File: src/pd_pkg.sv
package pd_pkg;
    // Width of the process data word sent to the master
    localparam int WORD_W = 16;
    // Width of the distance field inside the word
    localparam int DIST_FIELD_W = 14;
    // Width of the two auxiliary bits at the bottom of the word
    localparam int AUX_W = 2;
    // Lowest bit of the distance field
    localparam int DIST_LSB = 2;
    // Width of the format-selection parameter value
    localparam int FMT_W = 8;
    // Width of the parameter index on the configuration port
    localparam int INDEX_W = 16;
    // Index of the format-selection parameter
    localparam logic [INDEX_W-1:0] FORMAT_INDEX = 16'h0053;
    // Format: distance plus both switching-output states
    localparam logic [FMT_W-1:0] FMT_SWITCH = 8'h00;
    // Format: distance plus signal quality code
    localparam logic [FMT_W-1:0] FMT_QUALITY = 8'h04;
    // Factory value of the format-selection parameter
    localparam logic [FMT_W-1:0] FMT_RESET = FMT_SWITCH;
    // Largest distance code, 1 mm per count
    localparam logic [DIST_FIELD_W-1:0] DIST_MAX = 14'h3fff;
    // Reset value of the process data word
    localparam logic [WORD_W-1:0] WORD_RESET = 16'h0000;
endpackage

File: src/pd_pack_if.sv
`timescale 1ns/1ns
// Carries the raw inputs to the packer and the packed word back
interface pd_pack_if #(parameter int DIST_W = 16);
    logic [DIST_W-1:0] distance; // Raw measured distance in mm
    logic sw1; // State of the first switching output
    logic sw2; // State of the second switching output
    logic [pd_pkg::AUX_W-1:0] quality; // Signal quality code
    logic [pd_pkg::FMT_W-1:0] fmt; // Active format selection
    logic [pd_pkg::WORD_W-1:0] word; // Packed process data word
    // Side that forms the word
    modport packer (
        input distance,
        input sw1,
        input sw2,
        input quality,
        input fmt,
        output word
    );
    // Side that feeds inputs and takes the word
    modport user (
        output distance,
        output sw1,
        output sw2,
        output quality,
        output fmt,
        input word
    );
endinterface

File: src/pd_word_packer.sv
`timescale 1ns/1ns
// Clamps the distance and packs it with the auxiliary bits
module pd_word_packer #(
    parameter int DIST_W = 16
) (
    pd_pack_if.packer pif
);
    // Distance lies beyond what the field can show
    wire over_range;
    // Distance field after clamping
    wire [pd_pkg::DIST_FIELD_W-1:0] dist_field;
    // Auxiliary bits chosen by the format
    wire [pd_pkg::AUX_W-1:0] aux_field;
    // Quality format selected
    wire is_quality;

    // Clamp to full scale instead of wrapping
    assign over_range = pif.distance > DIST_W'(pd_pkg::DIST_MAX);
    assign dist_field = over_range ? pd_pkg::DIST_MAX
                      : pif.distance[pd_pkg::DIST_FIELD_W-1:0];

    // Quality code or switching states in the low bits
    assign is_quality = pif.fmt == pd_pkg::FMT_QUALITY;
    assign aux_field = is_quality ? pif.quality
                     : {pif.sw1, pif.sw2};

    // Distance on top, auxiliary bits at the bottom
    assign pif.word = {dist_field, aux_field};
endmodule

File: src/distance_process_data_link.sv
`timescale 1ns/1ns
module distance_process_data_link #(
    parameter int DIST_W = 16
) (
    input wire logic sys_clk,
    input wire logic arst_n,
    input wire logic [DIST_W-1:0] distance_in,
    input wire logic distance_valid,
    input wire logic first_switch_output,
    input wire logic second_switch_output,
    input wire logic [pd_pkg::AUX_W-1:0] signal_quality,
    input wire logic param_write,
    input wire logic [pd_pkg::INDEX_W-1:0] param_index,
    input wire logic [pd_pkg::FMT_W-1:0] param_data,
    input wire logic factory_reset,
    output logic [pd_pkg::WORD_W-1:0] process_data,
    output logic process_data_valid,
    output logic [pd_pkg::FMT_W-1:0] format_select,
    output logic states_in_word,
    output logic format_reject
);
    // Reset synchroniser stages
    logic rst_meta;
    logic rst_sync;
    // Carrier to the packer
    pd_pack_if #(.DIST_W(DIST_W)) pif ();
    // Write addressed to the format parameter
    wire fmt_hit;
    // Written value is a supported format
    wire fmt_ok;
    // Next value of the format parameter
    wire [pd_pkg::FMT_W-1:0] next_format;
    // Next value of the reject pulse
    wire next_reject;
    // Next value of the process data word
    wire [pd_pkg::WORD_W-1:0] next_word;

    // Release reset through two flops
    always_ff @(posedge sys_clk or negedge arst_n) begin
        if (!arst_n) begin
            rst_meta <= 1'b0;
            rst_sync <= 1'b0;
        end else begin
            rst_meta <= 1'b1;
            rst_sync <= rst_meta;
        end
    end

    // Feed the packer from the pins and the format register
    assign pif.distance = distance_in;
    assign pif.sw1 = first_switch_output;
    assign pif.sw2 = second_switch_output;
    assign pif.quality = signal_quality;
    assign pif.fmt = format_select;

    // Combinational packer
    pd_word_packer #(.DIST_W(DIST_W)) packer (
        .pif(pif)
    );

    // Decode the parameter write
    assign fmt_hit = param_write && (param_index == pd_pkg::FORMAT_INDEX);
    assign fmt_ok = (param_data == pd_pkg::FMT_SWITCH)
                 || (param_data == pd_pkg::FMT_QUALITY);
    // Factory reset wins over a write in the same cycle
    assign next_format = factory_reset ? pd_pkg::FMT_RESET
                       : (fmt_hit && fmt_ok) ? param_data
                       : format_select;
    // Unsupported format values are refused and leave the layout alone
    assign next_reject = fmt_hit && !fmt_ok && !factory_reset;
    // Word follows a new measurement and holds otherwise
    assign next_word = distance_valid ? pif.word : process_data;

    // Format parameter and its flags
    always_ff @(posedge sys_clk or negedge rst_sync) begin
        if (!rst_sync) begin
            format_select <= pd_pkg::FMT_RESET;
            states_in_word <= 1'b1;
            format_reject <= 1'b0;
        end else begin
            format_select <= next_format;
            states_in_word <= next_format == pd_pkg::FMT_SWITCH;
            format_reject <= next_reject;
        end
    end

    // Outgoing process data word, read-only to the master
    always_ff @(posedge sys_clk or negedge rst_sync) begin
        if (!rst_sync) begin
            process_data <= pd_pkg::WORD_RESET;
            process_data_valid <= 1'b0;
        end else begin
            process_data <= next_word;
            process_data_valid <= distance_valid;
        end
    end
endmodule

File: config.mk
export PLATFORM = sky130hd
export DESIGN_NAME = distance_process_data_link
export DESIGN_NICKNAME = d
export VERILOG_FILES = /design/src/pd_pkg.sv /design/src/pd_pack_if.sv /design/src/pd_word_packer.sv /design/src/distance_process_data_link.sv
export SDC_FILE = /design/constraint.sdc
export NUM_CORES = 1
export LEC_CHECK = 0
export BUFFER_PORTS_ARGS = -buffer_cell sky130_fd_sc_hd__buf_2
export CAP_MARGIN = 30
export CELL_PAD_IN_SITES_DETAIL_PLACEMENT = 0
export CELL_PAD_IN_SITES_GLOBAL_PLACEMENT = 1
export CORE_MARGIN = 4
export CORE_UTILIZATION = 32
export CTS_CLUSTER_DIAMETER = 100
export DETAILED_ROUTE_END_ITERATION = 6
export GPL_ROUTABILITY_DRIVEN = 0
export GPL_TIMING_DRIVEN = 1
export MAX_ROUTING_LAYER = met4
export PLACE_DENSITY_LB_ADDON = 0.1
export SKIP_CTS_REPAIR_TIMING = 1
export SYNTH_ARGS = -nofsm -noshare
export SYNTH_HDL_FRONTEND = slang
export SYNTH_SLANG_ARGS = --single-unit
File: constraint.sdc
create_clock -name sys_clk -period 2.18 [get_ports sys_clk]
set_input_delay 0.327 -clock sys_clk [delete_from_list [all_inputs] [get_ports sys_clk]]
set_output_delay 0.327 -clock sys_clk [all_outputs]
set_load 0.02 [all_outputs]
==> results of run 1 <==
## metrics by stage
stage | instances | hold slack (ns) | instance area, um^2 | power [uW] | setup slack (ns)
6_report | 212 | 0.176 | 1640 | 1020 | 0.744
5_1_grt | 212 | 0.146 | 1640 | 1080 | 0.695
4_1_cts | 211 | -0.244 | 1630 | 1040 | 0.749
3_5_place_dp | 204 | 0.115 | 1570 | 716 | 0.395
3_3_place_gp | 204 | 0.112 | 1570 | 713 | 0.439
2_1_floorplan | 85 | 0.0314 | 1140 | 642 | 0.588
## Yosys cell counts, drive strengths merged
cell type	n	share of area
mux2i	3	0.026
mux2	1	0.013
nand4bb	1	0.0098
dfstp	1	0.023
dfrtp	28	0.61
nor4	5	0.040
nor2	4	0.013
or4	1	0.0098
and3	7	0.038
conb	1	0.0033
nor3	1	0.014
nand3	2	0.020
clkbuf	3	0.0098
nand2	7	0.023
nor4bb	1	0.0088
and4	1	0.0077
a21oi	2	0.0088
inv	1	0.0033
o22a	14	0.11
nor4b	1	0.0077
## flip-flops by register name, indices dropped and copies added, names as in the netlist
| name | count |
|---|---|
| format_select | 8 |
| format_reject | 1 |
| states_in_word | 1 |
| rst_sync | 1 |
| rst_meta | 1 |
| process_data_valid | 1 |
| process_data | 16 |
## placed cells by master (no fill, tap or decap)
cell type,n
nand4bb_1,1
and4_1,1
nand3_1,1
dfrtp_1,28
nor4bb_1,1
buf_4,1
nor4_4,1
nor2_1,4
buf_2,75
o22a_1,14
mux2i_1,3
nor4_1,4
a21oi_1,2
and3_1,7
clkbuf_4,5
or4_4,1
nor4b_1,1
mux2_4,1
conb_1,1
clkbuf_8,1
inv_1,1
dfstp_2,1
clkbuf_1,1
dlygate4sd3_1,1
nand3_4,1
nand2_1,7
nor3_4,1
## per-layer routing
metal	vias up	GRT usage
met5	-	-
met4	0	0.0893
met3	7	0.0499
met2	38	0.221
met1	451	0.137
li1	482	-
## cells by family after synthesis
logic type	count (synthesis)	synth area share
other cells	1	0.00328
compound gates	16	0.116
mux	4	0.0394
buf+inv	4	0.0131
simple gates	31	0.193
flops	29	0.636
## layout make-up
cell class	instances	area share
tap	46	0.0351
inverter	1	0.00229
clock buffer	7	0.0336
sequential	29	0.444
timing repair buffer	77	0.240
multi-input combinational	52	0.245
## report_power, final
part           switching, uW  internal (uW)  total (uW)
logic                   73.4           62.8         136
clock network            164            152         316
registers               8.82            558         567
total                    246            773        1020
## worst max-delay path, cell delays in order
cell,delay (ns)
buf_2,0.10
or4_4,0.53
nor4_4,0.24
nand3_4,0.17
mux2_4,0.32
## worst max path at each step
stage                                          end  cells past startpoint           from  slack, ns
after global placement    states_in_word$_DFF_PN1_                      5  param_data[4]       0.44
after floorplan           states_in_word$_DFF_PN1_                      4  param_data[4]       0.59
after global routing      states_in_word$_DFF_PN1_                      5  param_data[4]       0.70
after detailed placement  states_in_word$_DFF_PN1_                      5  param_data[4]       0.40
final                     states_in_word$_DFF_PN1_                      5  param_data[4]       0.74
after CTS                 states_in_word$_DFF_PN1_                      5  param_data[4]       0.75
==> metrics.yaml, run 1 <==
run_status:
  outcome: "finished, final reports clean"
cts:
  cts-root-buf: "clkbuf_4"
  cts_sinks: 29
  clkTransAtPathRegs_ns: 0.08
  cts.path.max_buffers: 2
  cts_tree: "built"
  numCtsBuffers: 5
  htreeDepth: 2
  clk_latency_ns: 0.32
floorplanning:
  num_io_pins: 76
  die_height_um: 67.8
  dieArea_um2: 4590
  rows: 21
  die_x_um: 67.8
  core_area_um2: 3390
  start_util: 0.337
worst_setup_path:
  start_kind: "primary input"
  critPathKind: "primary input to flop"
  critPathMaxFanout: 9
  cp-end-kind: "flop"
  r2r_start: "format_select[6]$_DFF_PN0_"
  crit_required_ns: 2.43
  critPathArrivalTime_ns: 1.69
  r2r_cells: 4
  r2r_end: "process_data[1]$_DFFE_PN0P_"
  reg2reg_slack_ns: 0.83
grt:
  grt_overflow: 0
  grt_max_degree: 28
  antenna_found_initial: 0
  grt_pass1_wl_um: 4290
  gr-usage-all-layers: 0.136
  grt_pass1_vias: 984
route:
  highest_layer: "met4"
  first_iter_violations: 25
  dr.pass1.iters: 3
  wl_met3_um: 259
  via_per_inst: 4.61
  drt-total-wl_um: 2710
  route.met2.wl_um: 1370
  vias: 978
  drt-met1-wl_um: 1010
  ant_nets: 0
  drc: 0
  drt-wirelength-per-cell_um: 12.8
logic_synthesis:
  syn-cell-area_um2: 1140
  netlist_instances: 85
  synth_cell_types: 22
  syn_area_per_cell_um2: 13.5
  ys_warn_count: 0
  synth_nets: 134
  ys_ff_latch: 29
  yosysSeqAreaShare: 0.636
sta:
  final.setup.tns_ns: 0
  finalSetupViolCount: 0
  rsz0062_at_grt: "false"
  fin_skew_ns: 0.00635
  fin_crit_sh: 0.659
  hold_viol_final: 0
  max_freq_ghz: 0.696
  fin_crit_ns: 1.44
  report.final.slew_viol_count: 0
placement:
  hpwl_um: 2150
  io_buffers: 75
cells_and_area:
  fillers: 319
  fin_nets: 215
  multi_input_area_um2: 402
  layout-drive-gt1-share: 0.530
  post-route-util: 0.483
  area_growth_pct: 43.2
  regArea_um2: 727
  insertedDiodeCount: 0
worst_hold_path:
  hold_end: "format_reject$_DFF_PN0_"
  min_from: "factory_reset"
  min_path_type: "primary input to flop"
  hold_depth: 2
power:
  p_leak_uw: 0.000814
  ir_drop_v: 0.000340
  power_density_nw_per_um2: 622
run:
  maxCapViolations: 0
Note: power is estimated with default switching activity, not from simulation.
==> run 2: changes to the inputs <==
--- a/config.mk
+++ b/config.mk
@@ -10,7 +10,7 @@
 export CELL_PAD_IN_SITES_DETAIL_PLACEMENT = 0
 export CELL_PAD_IN_SITES_GLOBAL_PLACEMENT = 1
 export CORE_MARGIN = 4
-export CORE_UTILIZATION = 32
+export CORE_UTILIZATION = 27
 export CTS_CLUSTER_DIAMETER = 100
 export DETAILED_ROUTE_END_ITERATION = 6
 export GPL_ROUTABILITY_DRIVEN = 0
==> constraint.sdc (replaced) <==
create_clock -name sys_clk -period 1.3 [get_ports sys_clk]
set_input_delay 0.195 -clock sys_clk [delete_from_list [all_inputs] [get_ports sys_clk]]
set_output_delay 0.195 -clock sys_clk [all_outputs]
set_load 0.02 [all_outputs]
==> run 2 against run 1 <==
The run now ends with setup timing left. Register-to-register slack lost 0.75 ns. Clock power grew to 3.0 times the previous value. Clock-buffer cell count unchanged. Non-clock buffer count increased by 4. Critical path depth rose by 1. Clock skew is 0.0022 ns lower. Global-route usage is 1.3 points lower. Combinational power is 73% higher. Total power grew 110%. Die area is 16% higher. Wire length increased by 14%. Worst hold slack got worse by 0.086 ns. Critical path type unchanged. Highest routed layer unchanged.
==> metrics.yaml, run 2 (synthesis results as in run 1) <==
worst_setup_path:
  start_kind: "primary input"
  crit_required_ns: 1.51
  cp-end-kind: "flop"
  critPathArrivalTime_ns: 1.54
  critPathMaxFanout: 5
  critPathKind: "primary input to flop"
cts:
  clk_latency_ns: 0.28
  cts-root-buf: "clkbuf_8"
  numCtsBuffers: 5
  cts_sinks: 29
  clkTransAtPathRegs_ns: 0.06
  htreeDepth: 2
  cts_tree: "built"
  cts.path.max_buffers: 2
cells_and_area:
  fin_nets: 220
  largest_reg_flops: 16
  post-route-util: 0.440
  layout-drive-gt1-share: 0.564
  regMostFlops: "process_data"
  insertedDiodeCount: 0
  area_growth_pct: 56.2
  mostFrequentLayoutCell: "buf_2"
  reg_top3: "process_data (16), format_select (8)"
  final_cell_mix: "buf_2 (74), dfrtp_1 (28), o22a_1 (14)"
grt:
  grt_pass1_vias: 966
  grt_max_degree: 20
  gr-usage-all-layers: 0.124
  antenna_found_initial: 0
  grt_overflow: 0
  grt_pass1_wl_um: 4630
route:
  dr.pass1.iters: 4
  drc: 0
  drt-total-wl_um: 3090
  vias: 996
  first_iter_violations: 32
  via_per_inst: 4.49
  ant_nets: 0
  drt-wirelength-per-cell_um: 13.9
floorplanning:
  core_area_um2: 4060
  num_io_pins: 76
  die_x_um: 73.1
  dieArea_um2: 5340
  start_util: 0.282
  rows: 23
  die_height_um: 73.1
placement:
  place_ws_ns: -0.345
  hpwl_um: 2370
  io_buffers: 75
run:
  maxCapViolations: 0
sta:
  setup_ws_ns: -0.0348
  final.setup.tns_ns: -0.0348
  hold_viol_final: 0
  fin_crit_ns: 1.33
  hold_ws_ns: 0.0900
  fin_skew_ns: 0.00419
  finalSetupViolCount: 1
  report.final.slew_viol_count: 0
  max_freq_ghz: 0.749
  rsz0062_at_grt: "true"
  fin_crit_sh: 1.03
run_status:
  outcome: "complete, but fails checks"
  violations: "setup timing"
worst_hold_path:
  min_path_type: "primary input to flop"
power:
  power_density_nw_per_um2: 1200
  p_leak_uw: 0.000879
  ir_drop_v: 0.000954
[run 2: critical path, stage by stage]
cell,delay [ns]
buf_6,0.09
or4_4,0.54
nor4_4,0.14
buf_4,0.17
nand3_4,0.10
mux2_4,0.31
[run 2: per-stage QoR]
step                      cells  total power, uW  area (um^2)
final                       222             2140         1790
after global placement      211             1200         1610
after CTS                   219             2170         1730
after floorplan              85             1080         1140
after detailed placement    211             1210         1610
after global routing        222             2260         1790
[run 2: where the power goes]
group | internal, uW | switching [uW]
sequential | 938 | 21.2
combinational | 113 | 122
clock | 624 | 320
total | 1670 | 463
[run 2: cell type report]
type | count | area, um^2
flip-flops and latches | 29 | 727
fillers | 396 | 2270
repair buffers | 81 | 442
inverters | 1 | 3.75
well taps | 50 | 62.6
clock buffers | 7 | 86.3
multi-input cells | 53 | 435
clock inverters | 1 | 30.0
[run 2: final timing paths]
kind                                                to  cells past startpoint                  startpoint  slack [ns]
hold / removal                 format_reject$_DFF_PN0_                      2               factory_reset        0.09
hold reg to reg            process_data[3]$_DFFE_PN0P_                      0          rst_sync$_DFF_PN0_        0.18
setup / recovery              states_in_word$_DFF_PN1_                      6               param_data[4]       -0.03
max in group asynchronous  process_data[0]$_DFFE_PN0P_                      1          rst_sync$_DFF_PN0_        0.67
setup reg to reg           process_data[1]$_DFFE_PN0P_                      4  format_select[6]$_DFF_PN0_        0.08
min in group asynchronous  process_data[3]$_DFFE_PN0P_                      0          rst_sync$_DFF_PN0_        0.18
[run 2: metal layers]
layer	up-vias	track usage	routed length (um)	share of wire
met3	6	0.0510	273	0.088
met2	43	0.186	1490	0.48
met4	0	0.0492	49	0.016
met5	-	-	0	0
li1	492	-	-	-
met1	455	0.147	1270	0.41
